$ cat src/verilog/dbl_pkg.sv
/*
 file: constants for the host controller driving a double-buffered
 12-bit converter input latch through its pins.
 assumes: a 50 MHz system clock; the device pins are plain wires.
*/
package dbl_pkg;
   localparam int unsigned DBL_CODE_W = 12;
   localparam int unsigned DBL_NIB_W = 4;
   localparam int unsigned DBL_NIB_N = 3;
   localparam int unsigned DBL_BUS_W = 16;
   localparam int unsigned DBL_CLK_MHZ = 50;
   // least strobe-low time and least setup, in ns
   localparam int unsigned DBL_T_WR_NS = 100;
   localparam int unsigned DBL_T_SU_NS = 40;
   localparam int unsigned DBL_WR_CYC =
      (DBL_T_WR_NS * DBL_CLK_MHZ + 999) / 1000;
   localparam int unsigned DBL_SU_CYC =
      (DBL_T_SU_NS * DBL_CLK_MHZ + 999) / 1000;
   localparam int unsigned DBL_CNT_W = 8;
   // nibble positions inside the 12-bit code
   localparam int unsigned DBL_MSB_LO = 8;
   localparam int unsigned DBL_MID_LO = 4;
   localparam int unsigned DBL_LSB_LO = 0;
   // enable vector bit order: {load, low, middle, high}
   localparam int unsigned DBL_EN_HI = 0;
   localparam int unsigned DBL_EN_MID = 1;
   localparam int unsigned DBL_EN_LO = 2;
   localparam int unsigned DBL_EN_LD = 3;
   localparam logic [3:0] DBL_EN_NONE = 4'hf;

   // bus modes: how one request is split into strobes
   typedef enum logic [1:0] {
      DBL_MODE_4 = 2'h0,
      DBL_MODE_8R = 2'h1,
      DBL_MODE_8L = 2'h2,
      DBL_MODE_12 = 2'h3
   } dbl_mode_t;

   typedef enum logic [4:0] {
      DBL_ST_IDLE = 5'h01,
      DBL_ST_SETUP = 5'h02,
      DBL_ST_STROBE = 5'h04,
      DBL_ST_HOLD = 5'h08,
      DBL_ST_NEXT = 5'h10
   } dbl_state_t;
endpackage : dbl_pkg

$ cat src/verilog/dbl_step_if.sv
/*
 file: interface carrying one write step between the step planner and
 the pin sequencer.
 assumes: one clock domain.
*/
`timescale 1ns/1ps
interface dbl_step_if;
   import dbl_pkg::*;
   logic [DBL_BUS_W-1:0] data;
   logic [3:0] en_n;
   logic last;
   modport planner (output data, output en_n, output last);
   modport sequencer (input data, input en_n, input last);
endinterface : dbl_step_if

$ cat src/verilog/dbl_host.sv
/*
 file: host controller that writes 12-bit codes into a double-buffered
 converter through its write strobe, latch enables and data pins.
 assumes: device pins are wired straight to the outputs; the device
 needs no clock; requests come from logic on the same clock.
*/
// Function
// - several enables may open in one write
// - host drives one shared strobe; select gates only the enables
// - multi-device update uses one common load
// - 4-bit bus uses four addresses per device
// - 8-bit bus uses two adjacent byte writes
// - right-justified: low byte, then high plus load
// - unused address pairings never issued
// - twos complement by inverting code msb
`timescale 1ns/1ps
module dbl_host
   import dbl_pkg::*;
#(
   parameter int unsigned N_DEV = 2,
   parameter int unsigned WR_CYC = DBL_WR_CYC,
   parameter int unsigned SU_CYC = DBL_SU_CYC
)
(
   input wire logic clock,
   input wire logic sys_rst,
   input wire logic req_valid,
   input wire logic [1:0] req_mode,
   input wire logic [DBL_CODE_W-1:0] req_code,
   input wire logic [N_DEV-1:0] req_sel,
   input wire logic req_twos,
   input wire logic req_defer,
   input wire logic req_update,
   output logic req_ready,
   output logic done,
   output logic wr_n,
   output logic [N_DEV-1:0] nib_hi_en_n,
   output logic [N_DEV-1:0] nib_mid_en_n,
   output logic [N_DEV-1:0] nib_lo_en_n,
   output logic [N_DEV-1:0] converter_load_enable_n,
   output logic [DBL_BUS_W-1:0] code_input_pins
);
   dbl_state_t state_q;
   dbl_mode_t mode_q;
   logic [DBL_CODE_W-1:0] code_q;
   logic [N_DEV-1:0] sel_q;
   logic [1:0] step_q;
   logic load_q;
   logic upd_q;
   logic [DBL_CNT_W-1:0] cnt_q;
   logic [3:0] step_en_n;
   logic wr_d;
   logic cnt_done;
   dbl_step_if st ();

   dbl_step_plan u_plan (
      .mode(mode_q),
      .code(code_q),
      .step(step_q),
      .with_load(load_q),
      .st(st)
   );

   assign cnt_done = (cnt_q == '0);
   // global update is one strobe on load only
   assign step_en_n = upd_q ? {1'b0, 3'h7} : st.en_n;

   // request capture
   always_ff @(posedge clock or posedge sys_rst) begin
      if (sys_rst) begin
         mode_q <= DBL_MODE_4;
         code_q <= '0;
         sel_q <= '0;
         load_q <= 1'b0;
         upd_q <= 1'b0;
      end else if (state_q == DBL_ST_IDLE && req_valid) begin
         mode_q <= dbl_mode_t'(req_mode);
         // msb inverted for twos complement input
         code_q <= {req_code[DBL_CODE_W-1] ^ req_twos,
            req_code[DBL_CODE_W-2:0]};
         sel_q <= req_sel;
         load_q <= !req_defer;
         upd_q <= req_update;
      end
   end

   // sequencer: setup, strobe low, hold, next step
   always_ff @(posedge clock or posedge sys_rst) begin
      if (sys_rst) begin
         state_q <= DBL_ST_IDLE;
         step_q <= 2'h0;
         cnt_q <= '0;
      end else begin
         unique case (state_q)
            DBL_ST_IDLE: begin
               step_q <= 2'h0;
               if (req_valid) begin
                  state_q <= DBL_ST_SETUP;
                  cnt_q <= DBL_CNT_W'(SU_CYC - 1);
               end
            end
            DBL_ST_SETUP: begin
               if (cnt_done) begin
                  state_q <= DBL_ST_STROBE;
                  cnt_q <= DBL_CNT_W'(WR_CYC - 1);
               end else begin
                  cnt_q <= cnt_q - 1'b1;
               end
            end
            DBL_ST_STROBE: begin
               if (cnt_done) begin
                  state_q <= DBL_ST_HOLD;
               end else begin
                  cnt_q <= cnt_q - 1'b1;
               end
            end
            DBL_ST_HOLD: begin
               // strobe is still low here; it rises at the next edge with enables still held
               state_q <= (st.last || upd_q) ? DBL_ST_IDLE : DBL_ST_NEXT;
            end
            DBL_ST_NEXT: begin
               // next address of the same device
               step_q <= step_q + 2'h1;
               state_q <= DBL_ST_SETUP;
               cnt_q <= DBL_CNT_W'(SU_CYC - 1);
            end
         endcase
      end
   end

   assign wr_d = (state_q != DBL_ST_STROBE);

   // strobe shared by all devices, not gated by device selection
   always_ff @(posedge clock or posedge sys_rst) begin
      if (sys_rst) begin
         wr_n <= 1'b1;
      end else begin
         wr_n <= wr_d;
      end
   end

   // per-device enables; unselected devices stay closed
   genvar g;
   for (g = 0; g < N_DEV; g++) begin : g_dev
      always_ff @(posedge clock or posedge sys_rst) begin
         if (sys_rst) begin
            nib_hi_en_n[g] <= 1'b1;
            nib_mid_en_n[g] <= 1'b1;
            nib_lo_en_n[g] <= 1'b1;
            converter_load_enable_n[g] <= 1'b1;
         end else if (state_q == DBL_ST_SETUP ||
               state_q == DBL_ST_STROBE) begin
            // several enables together in one write
            nib_hi_en_n[g] <= step_en_n[DBL_EN_HI] | ~sel_q[g];
            nib_mid_en_n[g] <= step_en_n[DBL_EN_MID] | ~sel_q[g];
            nib_lo_en_n[g] <= step_en_n[DBL_EN_LO] | ~sel_q[g];
            converter_load_enable_n[g] <=
               step_en_n[DBL_EN_LD] | ~sel_q[g];
         end else if (state_q != DBL_ST_HOLD) begin
            nib_hi_en_n[g] <= DBL_EN_NONE[DBL_EN_HI];
            nib_mid_en_n[g] <= DBL_EN_NONE[DBL_EN_MID];
            nib_lo_en_n[g] <= DBL_EN_NONE[DBL_EN_LO];
            converter_load_enable_n[g] <= DBL_EN_NONE[DBL_EN_LD];
         end
      end
   end

   // data held through hold so the latch closes on stable data
   always_ff @(posedge clock or posedge sys_rst) begin
      if (sys_rst) begin
         code_input_pins <= '0;
      end else if (state_q == DBL_ST_SETUP) begin
         code_input_pins <= st.data;
      end
   end

   always_ff @(posedge clock or posedge sys_rst) begin
      if (sys_rst) begin
         req_ready <= 1'b0;
         done <= 1'b0;
      end else begin
         req_ready <= (state_q == DBL_ST_IDLE) && !req_valid;
         done <= (state_q == DBL_ST_HOLD) && (st.last || upd_q);
      end
   end
endmodule : dbl_host

$ cat src/verilog/dbl_step_plan.sv
/*
 file: combinational planner: for a bus mode, code and step index it
 gives the data word and latch enables of that write step.
 assumes: the caller holds mode, code and step stable across a step.
*/
`timescale 1ns/1ps
module dbl_step_plan
   import dbl_pkg::*;
(
   input wire dbl_mode_t mode,
   input wire logic [DBL_CODE_W-1:0] code,
   input wire logic [1:0] step,
   input wire logic with_load,
   dbl_step_if.planner st
);
   logic [3:0] en;

   always_comb begin
      en = 4'h0;
      st.data = '0;
      st.last = 1'b1;
      unique case (mode)
         DBL_MODE_4: begin
            // one nibble per address, then a separate load
            st.last = (step == 2'h3) || (!with_load && step == 2'h2);
            en[step] = 1'b1;
            unique case (step)
               2'h0: st.data[DBL_NIB_W-1:0] =
                  code[DBL_MSB_LO +: DBL_NIB_W];
               2'h1: st.data[DBL_NIB_W-1:0] =
                  code[DBL_MID_LO +: DBL_NIB_W];
               2'h2: st.data[DBL_NIB_W-1:0] =
                  code[DBL_LSB_LO +: DBL_NIB_W];
               default: st.data = '0;
            endcase
         end
         DBL_MODE_8R: begin
            // low byte first, then high nibble with the load
            // only these two pairings are ever issued
            st.last = (step != 2'h0);
            if (step == 2'h0) begin
               en[DBL_EN_MID] = 1'b1;
               en[DBL_EN_LO] = 1'b1;
               st.data[2*DBL_NIB_W-1:0] = code[DBL_LSB_LO +: 2*DBL_NIB_W];
            end else begin
               en[DBL_EN_HI] = 1'b1;
               en[DBL_EN_LD] = with_load;
               st.data[DBL_NIB_W-1:0] = code[DBL_MSB_LO +: DBL_NIB_W];
            end
         end
         DBL_MODE_8L: begin
            // high byte first, then low nibble with the load
            st.last = (step != 2'h0);
            if (step == 2'h0) begin
               en[DBL_EN_HI] = 1'b1;
               en[DBL_EN_MID] = 1'b1;
               st.data[2*DBL_NIB_W-1:0] = code[DBL_MID_LO +: 2*DBL_NIB_W];
            end else begin
               en[DBL_EN_LO] = 1'b1;
               en[DBL_EN_LD] = with_load;
               st.data[DBL_NIB_W +: DBL_NIB_W] =
                  code[DBL_LSB_LO +: DBL_NIB_W];
            end
         end
         DBL_MODE_12: begin
            // all three input latches, and load unless deferred, open at once in one write
            en = {with_load, 3'h7};
            st.data[DBL_CODE_W-1:0] = code;
         end
      endcase
      st.en_n = ~en;
   end
endmodule : dbl_step_plan
$ cat config.mk
export PLATFORM = sky130hd
export DESIGN_NAME = dbl_host
export DESIGN_NICKNAME = d
export VERILOG_FILES = /design/src/verilog/dbl_pkg.sv /design/src/verilog/dbl_step_if.sv /design/src/verilog/dbl_host.sv /design/src/verilog/dbl_step_plan.sv
export SDC_FILE = /design/constraint.sdc
export NUM_CORES = 1
export LEC_CHECK = 0
export BUFFER_PORTS_ARGS = -buffer_cell sky130_fd_sc_hd__clkbuf_2
export CAP_MARGIN = 25
export CORE_AREA = 2 2 82 84
export CTS_BUF_LIST = sky130_fd_sc_hd__clkbuf_4
export DETAILED_ROUTE_END_ITERATION = 7
export DIE_AREA = 0 0 84 86
export PLACE_DENSITY_LB_ADDON = 0.15
export RECOVER_POWER = 100
export SYNTH_ARGS = -nofsm -noshare
export SYNTH_HDL_FRONTEND = slang
export SYNTH_HIERARCHICAL = 1
export SYNTH_SLANG_ARGS = --single-unit
$ cat constraint.sdc
create_clock -name clock -period 1.8 [get_ports clock]
set_input_delay 0.09 -clock clock [delete_from_list [all_inputs] [get_ports clock]]
set_output_delay 0.09 -clock clock [all_outputs]
set_load 0.1 [all_outputs]
# Word-level counts from Yosys, hierarchy flattened
# Index checks and enable logic that the tools add are counted.
[classes]
div_mod_pow = 0
addsub = 2
shift = 0
n_lt_le_gt_ge = 2
n_reduce_logical = 21
bitwise_logic = 12
multipliers = 0
n_eq_ne = 17
muxes = 34
[ops]
columns = ["op", "n"]
rows = [
  ["8-bit case mux with 4 select lines", 2],
  ["5-bit case mux with 5 select lines", 1],
  ["8-bit two-way mux", 3],
  ["4-bit two-way mux", 5],
  ["5-bit two-way mux", 4],
  ["4-bit case mux with 4 select lines", 1],
  ["1-bit two-way mux", 12],
  ["4-bit case mux with 3 select lines", 1],
  ["2-bit == test, second input constant", 4],
  ["8-bit zero test", 1],
  ["2-bit != test, second input constant", 4],
  ["1-bit OR", 8],
  ["8-bit by 1-bit subtractor with 8-bit output, second input constant", 1],
  ["3-bit AND reduction", 2],
  ["2-bit nonzero test", 3],
  ["5-bit by 1-bit == test with 1-bit output, second input constant", 1],
  ["5-bit by 2-bit == test with 1-bit output, second input constant", 1],
  ["5-bit by 3-bit == test with 1-bit output, second input constant", 1],
  ["5-bit by 4-bit == test with 1-bit output, second input constant", 1],
  ["5-bit == test, second input constant", 1],
  ["1-bit logical AND", 5],
  ["5-bit by 3-bit != test with 1-bit output, second input constant", 1],
  ["5-bit by 4-bit != test with 1-bit output, second input constant", 1],
  ["2-bit by 1-bit == test with 1-bit output, second input constant", 2],
  ["15 further kinds", 22],
]
[totals]
output_inout_bits = 27
inputBits = 22
mem_bits_ro = 0
ff_bits = 56
latch_bits = 0
ramBits = 0
word_cells = 108
n_memories = 0

# Depth between registers and ports, before layout
# Gate-level depths: netlist of run 1.
[depth]
word_depth = 9
ltp_mapped = 8
ltp_nobuf = 7

# Cells and area by module
# Netlist of run 1, hierarchy kept.
[by_module_without_submodules]
columns = ["mod", "n_inst", "seq_area_each_um2", "cells_each", "area_each_um2"]
rows = [
  ["dbl_host", 1, 1514.0, 209, 2618.8],
  ["dbl_step_plan", 1, 0.0, 102, 742.0],
]

# Worst setup path after synthesis of run 1
# OpenSTA, ideal clock, no wires.
[synth_timing]
path_kind = "register to register"
startpoint = "register cnt_q[0]"
endpoint = "register cnt_q[5]"
n_path_buf = 1
setup_ns = 0.132
synth_period_minus_slack_ns = 1.792
required_ns = 1.668
path_stages_with_launch = 9
arrival_time_ns = 1.660
setup_slack_ns = 0.008
cell_sequence = "dfrtp_1 -> inv_1 -> ha_1 -> or3b_2 -> o31ai_1 -> o21bai_2 -> buf_6 -> or4_1 -> a21oi_1"
[synth_via]
elab_chain_cells = 3
word_cells_on_any_way = 7
classes_between = "add/sub: 1; eq/ne: 1; mux: 3; reduce/logical: 2"
[synth_lines]
columns = ["element", "line", "text"]
rows = [
  ["from (decl)", "dbl_host.sv:50", "logic [DBL_CNT_W-1:0] cnt_q;"],
  ["from (signal assigned)", "dbl_host.sv:99", "cnt_q <= DBL_CNT_W'(SU_CYC - 1);"],
  ["from (signal assigned)", "dbl_host.sv:105", "cnt_q <= DBL_CNT_W'(WR_CYC - 1);"],
  ["from (signal assigned)", "dbl_host.sv:107", "cnt_q <= cnt_q - 1'b1;"],
  ["8-bit by 1-bit subtractor with 8-bit output or 8-bit zero test (tied branches)", "dbl_host.sv:107, dbl_host.sv:114, dbl_host.sv:64", ""],
  ["8-bit two-way mux (tied with other cells)", "dbl_host.sv:111", "if (cnt_done) begin"],
  ["8-bit case mux with 4 select lines or 3-bit AND reduction (tied branches)", "--", ""],
]
# Several ways; a longest one is shown, not always the timed one. The select of a mux whose other input is x is not followed.
# A chain may end at the register's enable or synchronous reset.

# Worst setup path after layout of run 1
[layout_timing]
startpoint = "register state_q[0]"
endpoint = "register cnt_q[5]"
[layout_via]
elab_chain_cells = 3
word_cells_on_any_way = 9
classes_between = "eq/ne: 6; mux: 1; reduce/logical: 2"
[layout_lines]
columns = ["element", "line", "text"]
rows = [
  ["from (decl)", "dbl_host.sv:43", "dbl_state_t state_q;"],
  ["from (signal assigned)", "dbl_host.sv:119", "state_q <= (st.last || upd_q) ? DBL_ST_IDLE : DBL_ST_NEXT;"],
  ["5-bit by 1-bit == test with 1-bit output (tied with other cells)", "dbl_host.sv:94", "unique case (state_q)"],
  ["4-bit nonzero test (no source line) or 2-bit != test (tied branches)", "--", ""],
  ["3-bit AND reduction (no source line)", "--", ""],
]
# Several ways; a longest one is shown, not always the timed one.

==> results of run 1 <==
how the worst min path moves through the flow:
stage / slack, ps / start / depth (start not counted) / end
2_1_floorplan: 170 / req_defer / 1 / load_q$_DFFE_PP0P_
3_3_place_gp: 120 / sys_rst / 2 / code_input_pins[13]$_DFFE_PP0P_
3_5_place_dp: 130 / sys_rst / 2 / code_input_pins[13]$_DFFE_PP0P_
4_1_cts: 40 / req_valid / 3 / state_q[0]$_DFFE_PP1P_
5_1_grt: 30 / req_valid / 3 / req_ready$_DFF_PP0_
6_report: 50 / req_valid / 3 / state_q[0]$_DFFE_PP1P_
repair_timing:
item                                    CTS  global route
gates cloned                              1             0
endpoints found under the hold margin    38             0
resized for setup                         9            20
hold buffers                             20             0
endpoints found under the setup margin    8            25
setup buffers                             4             1
pin swaps                                 4             5
kinds of logic (layout without fill, tap and decap cells):
group / after synthesis / after routing
adder cells (fa/ha/maj): 7 / 7
AND/OR/NAND/NOR: 76 / 76
flip-flops: 60 / 60
AO/OA/AOI/OAI: 91 / 92
buffers and inverters: 36 / 138
multiplexers: 38 / 38
other: 1 / 4
XOR/XNOR: 2 / 2
power by group:
part	internal, mW	switching (mW)	total (mW)
Combinational	1.10	1.99	3.09
Sequential	1.62	0.182	1.80
Clock	0.285	0.502	0.787
per-layer routing:
metal	wire length [um]	vias to the layer above	global-route usage
li1	-	1340	-
met2	3670	64	0.359
met1	3590	1345	0.313
met5	0	-	0
met3	322	7	0.0500
met4	117	0	0.0894
placed cells by master (no fill, tap or decap), types with 4 or more instances in the layout:
cell and instances:
clkbuf_4 11, clkbuf_2 49, mux2_2 32, mux2i_1 6, dfstp_2 8, o21a_1 8
o31ai_1 4, inv_1 8, nand2_1 8, nand3_1 6, a2bb2oi_1 4, conb_1 4
o21ai_0 16, a21oi_1 17, buf_4 33, nand2b_1 5, o22a_1 6, ha_1 5
o21ai_1 11, and2_1 4, nor3b_2 8, dfrtp_1 49, dlygate4sd3_1 20, nor2_1 15
synthesized netlist by cell type, types with 4 or more instances:
cell	instances
buf_4	6
o21a_1	8
o21ai_1	9
nor3b_2	8
buf_2	8
mux2_2	32
a21oi_1	20
inv_1	10
nand2_1	9
o21ai_0	18
and2_1	4
or4_1	5
o22a_1	6
nand3_1	6
a2bb2oi_1	4
nand2b_1	5
o31ai_1	6
clkbuf_1	5
dfstp_2	10
ha_1	7
dfrtp_1	50
mux2i_1	6
buf_6	5
nor2_1	15
cell type report:
type,count,area share
multi-input combinational,219,0.407
sequential,60,0.352
timing repair buffer,111,0.184
tap,77,0.0224
clock buffer,10,0.0174
inverter,11,0.00958
clock inverter,6,0.00755
state kept, by name, summed over array words and instances, names as in the netlist:
register,count
step_q,2
nib_mid_en_n,2
req_ready,1
wr_n,1
sel_q,2
load_q,1
cnt_q,8
mode_q,2
state_q,5
upd_q,1
code_input_pins,16
nib_hi_en_n,2
code_q,12
done,1
converter_load_enable_n,2
nib_lo_en_n,2
per-stage QoR:
step / setup slack (ps) / instances / hold slack [ps] / util / area [sq um]
CTS: -3.93 / 493 / 38.7 / 0.679 / 4260
floorplan: 7.66 / 314 / 175 / - / 3370
finish: -14.5 / 494 / 52.6 / 0.687 / 4310
detailed placement: -123 / 452 / 127 / 0.616 / 3870
global route: -91.2 / 494 / 29.1 / 0.687 / 4310
global placement: -57.1 / 452 / 120 / 0.616 / 3870
worst max-delay path, delay by kind of cell (launching register included):
family	cells	cell delay [ps]
AND/OR/NAND/NOR	2	720
flip-flops	1	410
AO/OA/AOI/OAI	3	570
==> qor.csv, run 1 <==
metric,value,unit
cp.required,2080,ps
crit_path_top_delay_cell,or4b_4,
yosysUniqueCellTypes,61,
status,"finished, violations left",
path_cells,"or4b_4, o31ai_4, o21bai_4, or4_1, a21oi_2",
r2r-end,cnt_q[5]$_DFFE_PP0P_,
synth-seq-cells,60,
max_stage_delay,560,ps
dpl.hpwl,5120,um
clockRootBuffer,clkbuf_4,
synthTopCellsByArea,"dfrtp_1, mux2_2, dfstp_2",
synth_flop_cell,dfrtp_1,
drv_slew,0,
drt-total-wl,7700,um
overflow,0,
yosysWarnings,6,
cts_max_path_buffers,2,
vias,2756,
cp-end-kind,register,
antennaDiodeCount,0,
drc,0,
synth_area_leader_cell,dfrtp_1,
clk_latency,410,ps
max-vdd-ir-drop,1160,uV
fill_cells,521,
setup_tns,-21.7,ps
die-area,7220,sq um
avgRoutedWirePerCell,15.6,um
grt_pass1_vias,2755,
crit_type,reg -> reg,
port_buffers,48,
p_per_area,1320,nW/um^2
synth_edf_count,0,
ys_seq_area_frac,0.450,
clkTransAtPathRegs,110,ps
first_iter_violations,126,
min_path_type,in -> reg,
cts_tree,yes,
layout-drive-gt1-share,0.424,
worst-r2r-cell-count,5,
rsz0062_at_grt,true,
seqCellArea,1520,sq um
area_delta_synth_final,28.3,%
core-area,6280,sq um
synthMuxAreaShare,0.125,
via_per_inst,5.58,
postSynthAreaPerCell,10.8,sq um
tightestPinTransition,833,ps
synthArstFlopShare,1.00,
grt_max_degree,40,
reg2reg_from,state_q[0]$_DFFE_PP1P_,
grt_pass1_wl,13100,um
start_util,0.535,
synth_xor_xnor_area_share,0.00521,
worst_slack,-14.5,ps
routabilityCongestion,0.823,
fin_skew,19.0,ps
power,5.68,mW
die_w,84,um
p_leak,1.96,nW
syn-cell-area,3360,sq um
cts_sinks,60,
synth-simple-area-share,0.151,
fmax,551,MHz
drv_cap,0,
finalSetupViolations,4,
rows,29,
fin_crit,1810,ps
maxSlewHeadroom,0.444,
syn_inst,311,
ant_nets,0,
crit_end,cnt_q[5]$_DFFE_PP0P_,
netlist.area_leader.share,0.372,
cts_buffers,9,
failed_checks,setup timing,
r2r_setup_slack,-10,ps
h-tree-depth,3,
first_pass_iters,4,
fin_crit_sh,1.01,
pin_count,49,
path_max_fanout,6,
crit_path_start_kind,register,
antenna_found_initial,0,
synth-compound-area-share,0.177,
synth_top_family_by_area,compound AO/OA/AOI/OAI gates,
crit_arrival,2100,ps
multi_input_area,1760,sq um
grt_use_total,0.229,
hold_viol_final,0,
crit_path_start,state_q[0]$_DFFE_PP1P_,
die_y,86,um
fin_nets,441,
synthAdderAreaFrac,0.0261,
Note: power is estimated with default switching activity, not from simulation.
==> run 2, diff against run 1 <==
Settings changed: CELL_PAD_IN_SITES_DETAIL_PLACEMENT set to 0, CELL_PAD_IN_SITES_GLOBAL_PLACEMENT set to 1, CORE_AREA 2 2 82 84 to 2 2 93 95, DIE_AREA 0 0 84 86 to 0 0 95 97.
==> run 2 against run 1 <==
The flow still finishes with violations (setup timing). First-iteration DRC count shrank 46%. Global-route usage shrank 4.3 points. Register-to-register slack is essentially flat. Worst hold slack gained 21 ps. Sequential share of layout area shrank 0.68 points. Largest power group unchanged. Non-clock buffer count grew 8.
==> qor.csv, run 2 (synthesis results as in run 1) <==
metric,value,unit
cts_tree,yes,
r2r-end,cnt_q[4]$_DFFE_PP0P_,
core-area,8130,sq um
min_to,state_q[0]$_DFFE_PP1P_,
setup_tns,-4.16,ps
power.share.clock,0.141,
fmax,554,MHz
path_max_fanout,6,
crit_arrival,2140,ps
largest_reg_flops,16,
avgRoutedWirePerCell,15.0,um
port_buffers,48,
via_per_inst,5.25,
final_common_cell,clkbuf_2,
instances_no_fill,530,
reg2reg_from,cnt_q[1]$_DFFE_PP0P_,
worst-r2r-cell-count,7,
tightestPinTransition,629,ps
finalSetupViolations,1,
final_cell_mix,"clkbuf_2, dfrtp_1, buf_4",
grt_use_total,0.186,
layout-drive-gt1-share,0.438,
fin_skew,9.24,ps
area_delta_synth_final,31.0,%
worst_slack,-4.16,ps
power_frac_comb,0.538,
p_per_area,1290,nW/um^2
routabilityCongestion,0.802,
max-vdd-ir-drop,925,uV
failed_checks,setup timing,
reg_top3,"code_input_pins (16), code_q (12), cnt_q (8)",
clkTransAtPathRegs,110,ps
fin_crit,1800,ps
busiest_layer,met2,
min_from,req_valid,
grt_util_met2,0.314,
min_path_type,in -> reg,
grt_pass1_vias,2859,
status,"finished, violations left",
place_area,3900,sq um
cp.required,2140,ps
crit_type,reg -> reg,
die-area,9220,sq um
dpl.hpwl,5490,um
vias,2780,
rows,33,
cts_max_path_buffers,2,
die_y,97,um
clk_latency,400,ps
crit_path_start_kind,register,
die_w,95,um
h-tree-depth,3,
met1_usage,0.230,
r2r_setup_slack,-4,ps
finalHoldWorstSlack,73.3,ps
rsz0062_at_grt,true,
cts_sinks,60,
ant_nets,0,
drv_cap,0,
clockRootBuffer,clkbuf_4,
start_util,0.413,
switchingPower,2.64,mW
place_ws,-69.4,ps
first_iter_violations,68,
placed_cells,483,
first_pass_iters,4,
grt_max_degree,26,
overflow,0,
cts_buffers,9,
swShare,0.464,
antennaDiodeCount,0,
drv_slew,0,
holdPathStages,3,
top_register,code_input_pins,
p_seq_frac,0.321,
hold_viol_final,0,
pin_count,49,
drc,0,
internal-power,3.04,mW
maxSlewHeadroom,0.580,
met3_usage,0.0405,
fin_nets,449,
grt_pass1_wl,13500,um
drt-total-wl,7940,um
fin_area,4400,sq um
p_leak,2.01,nW
antenna_found_initial,0,
cp-end-kind,register,
fin_crit_sh,1.00,
[run 2: cell count changes in the layout (fill, tap and decap cells not counted), moves of 3 or more]
cell	change
buf_4	+12
dfstp_2	-3
clkbuf_1	-3
dfstp_1	+3
[run 2: area by class of cell]
type                            instances  area, sq um
Multi-Input combinational cell        219         1750
Inverter                               11         41.3
Fill cell                             748         3730
Sequential cell                        60         1520
Clock inverter                          4         18.8
Tap cell                              105          131
Clock buffer                           12         90.1
Timing Repair Buffer                  119          851
[run 2: per-layer routing]
metal	share of wire	wire [um]
met1	0.43	3430
met2	0.52	4130
met3	0.033	265
met4	0.015	119
met5	0	0
[run 2: per-stage QoR]
| step | total power, mW | util |
|---|---|---|
| after detailed placement | 4.50 | 0.480 |
| after global routing | 6.01 | 0.541 |
| after floorplan | 3.91 | - |
| final | 5.68 | 0.541 |
| after global placement | 4.47 | 0.480 |
| after CTS | 5.61 | 0.535 |
[run 2: worst max path at each step]
stage	startpoint	endpoint	slack, ps
2_1_floorplan	cnt_q[0]$_DFFE_PP0P_	cnt_q[5]$_DFFE_PP0P_	8
3_3_place_gp	cnt_q[0]$_DFFE_PP0P_	cnt_q[5]$_DFFE_PP0P_	-40
3_5_place_dp	cnt_q[1]$_DFFE_PP0P_	cnt_q[4]$_DFFE_PP0P_	-70
4_1_cts	state_q[4]$_DFFE_PP0P_	cnt_q[6]$_DFFE_PP0P_	0.06
5_1_grt	state_q[0]$_DFFE_PP1P_	cnt_q[4]$_DFFE_PP0P_	-50
6_report	cnt_q[1]$_DFFE_PP0P_	cnt_q[4]$_DFFE_PP0P_	-4
[run 2: power groups by stage]
stage | registers, mW | logic (mW) | clock network (mW)
detailed placement | 1.84 | 2.66 | 0
global placement | 1.83 | 2.64 | 0
global route | 1.86 | 3.26 | 0.898
floorplan | 2.75 | 1.17 | 0
CTS | 1.82 | 2.96 | 0.836
finish | 1.82 | 3.05 | 0.801
[run 2: worst max-delay path: stages (launching register included)]
cell	delay, ps
dfrtp_1	350
inv_1	80
ha_4	160
or3b_4	250
o31ai_4	60
o21bai_4	200
or4_4	520
a21oi_2	120
[run 2: repair_timing]
item                                   4_1_cts  5_1_grt
pin swaps                                    8        2
setup endpoints to repair                    8       29
hold buffers                                20        0
endpoints found under the hold margin       56        0
gates cloned                                 1        0
buffers inserted                             8        2
gates resized for setup                     12       16
==> run 3, diff against run 2 <==
Settings changed: PLACE_DENSITY_LB_ADDON 0.15 to 0.2.
==> run 3 against run 2 <==
The run still ends with setup timing left. Die area unchanged. Clock power down 2.9%. Clock skew up 7.6 ps. Critical path depth unchanged. Count of clock-buffer cells in the layout down 1. Worst hold slack better by 32 ps. Sequential power about the same. Design area down 1.6%. Highest routed layer unchanged. Combinational power down 1%. Largest power group unchanged. Final cell count down 0.75%.
==> qor.csv, run 3 (synthesis results as in run 1) <==
metric,value,unit
power.share.clock,0.139,
ant_nets,0,
crit_type,reg -> reg,
crit_path_start,cnt_q[0]$_DFFE_PP0P_,
routabilityCongestion,0.829,
die-area,9220,sq um
drc,0,
final_cell_mix,"clkbuf_2, dfrtp_1, buf_4",
drv_cap,0,
cts_tree,yes,
met1_usage,0.244,
fin_nets,445,
rsz0062_at_grt,true,
grt_pass1_vias,2749,
drt-total-wl,7990,um
core-area,8130,sq um
drv_slew,0,
final_common_cell,clkbuf_2,
cp_num_buf_inv,1,
switchingPower,2.61,mW
fill_cells,752,
p_per_area,1290,nW/um^2
p_seq_frac,0.323,
layout-drive-gt1-share,0.435,
fin_crit,1810,ps
port_buffers,48,
rows,33,
failed_checks,setup timing,
start_util,0.413,
grt_max_degree,39,
hold_viol_final,0,
maxSlewHeadroom,0.423,
die_y,97,um
cts_max_path_buffers,2,
clk_latency,410,ps
crit_path_start_kind,register,
reg_top3,"code_input_pins (16), code_q (12), cnt_q (8)",
min_path_type,in -> reg,
antennaDiodeCount,0,
die_w,95,um
grt_use_total,0.184,
crit_path_top_delay_cell,or4_4,
power_frac_comb,0.538,
max_stage_delay,520,ps
cts_buffers,9,
cp.required,2160,ps
via_per_inst,5.28,
antenna_found_initial,0,
clockRootBuffer,clkbuf_4,
overflow,0,
finalSetupViolations,2,
status,"finished, violations left",
cp-end-kind,register,
fmax,553,MHz
reg2reg_from,cnt_q[0]$_DFFE_PP0P_,
h-tree-depth,3,
swShare,0.467,
finalHoldWorstSlack,106,ps
power,5.60,mW
largest_reg_flops,16,
cp_top_family,simple AND/OR/NAND/NOR gates,
path_cells,"inv_2, ha_2, or3b_4, o31ai_4, o21bai_4, or4_4, a21oi_2",
grt_pass1_wl,13300,um
dpl.hpwl,5520,um
top_register,code_input_pins,
vias,2775,
tightestPinTransition,865,ps
cts_sinks,60,
fin_skew,16.8,ps
crit_arrival,2160,ps
grt_util_met2,0.292,
path_max_fanout,6,
pin_count,49,
busiest_layer,met2,
min_from,req_valid,
first_pass_iters,5,
worst_slack,-8.51,ps
fin_crit_sh,1.00,
final_util,0.532,
area_delta_synth_final,28.9,%
internal-power,2.99,mW
avgRoutedWirePerCell,15.2,um
met3_usage,0.0343,
p_leak,1.98,nW
first_iter_violations,84,
clkTransAtPathRegs,110,ps
max-vdd-ir-drop,814,uV
-- run 3: cell types whose count changed in the layout (fill, tap and decap cells not counted), sizes merged --
cell | before | now
buf | 49 | 46
clkinv | 4 | 5
clkbuf | 62 | 60
-- run 3: path summary, 6_finish.rpt --
check / slack (ps) / to / depth (start not counted)
setup / recovery: -9 / cnt_q[4]$_DFFE_PP0P_ / 7
setup reg to reg: -9 / cnt_q[4]$_DFFE_PP0P_ / 7
hold reg to reg: 490 / converter_load_enable_n[1]$_DFFE_PP1P_ / 1
min in group asynchronous: 390 / code_q[10]$_DFFE_PP0P_ / 3
hold / removal: 110 / state_q[0]$_DFFE_PP1P_ / 3
max in group asynchronous: 290 / state_q[2]$_DFFE_PP0P_ / 4
-- run 3: power by group through the flow --
| stage | sequential [mW] | combinational [mW] | clock, mW |
|---|---|---|---|
| 2_1_floorplan | 2.75 | 1.17 | 0 |
| 3_5_place_dp | 1.84 | 2.72 | 0 |
| 4_1_cts | 1.81 | 2.88 | 0.818 |
| 6_report | 1.81 | 3.01 | 0.778 |
| 5_1_grt | 1.86 | 3.21 | 0.874 |
| 3_3_place_gp | 1.83 | 2.68 | 0 |
-- run 3: per-stage QoR --
step           worst slack [ps]  instance area [sq um]  cells  setup TNS [ps]
4_1_cts                    4.31                   4260    519               0
5_1_grt                   -82.2                   4330    526            -582
3_3_place_gp              -29.8                   3890    481            -117
3_5_place_dp              -89.1                   3890    481            -568
2_1_floorplan              7.66                   3370    314               0
6_report                  -8.51                   4330    526           -16.0
-- run 3: worst min-delay path, stage by stage --
cell	delay (ps)
clkbuf_2	100
nand4b_1	200
o21ai_0	110
-- run 3: layout make-up --
cell class / count / area [sq um] / area share
timing repair buffer: 115 / 806 / 0.186
inverter: 11 / 41.3 / 0.00953
tap: 105 / 131 / 0.0303
clock buffer: 11 / 82.6 / 0.0191
sequential: 60 / 1520 / 0.351
clock inverter: 5 / 20.0 / 0.00462
multi-input combinational: 219 / 1730 / 0.400
-- run 3: what timing repair did --
item | 4_1_cts | 5_1_grt
setup endpoints to repair | 11 | 29
setup buffers | 1 | 7
pin swaps | 3 | 10
hold buffers | 20 | 0
endpoints found under the hold margin | 40 | 0
resized for setup | 9 | 12
cloned | 1 | 0
-- run 3: layer usage --
metal | up-vias | wire, um
met1 | 1368 | 3720
met2 | 47 | 3920
met3 | 15 | 203
met4 | 0 | 148
li1 | 1345 | -
met5 | - | 0
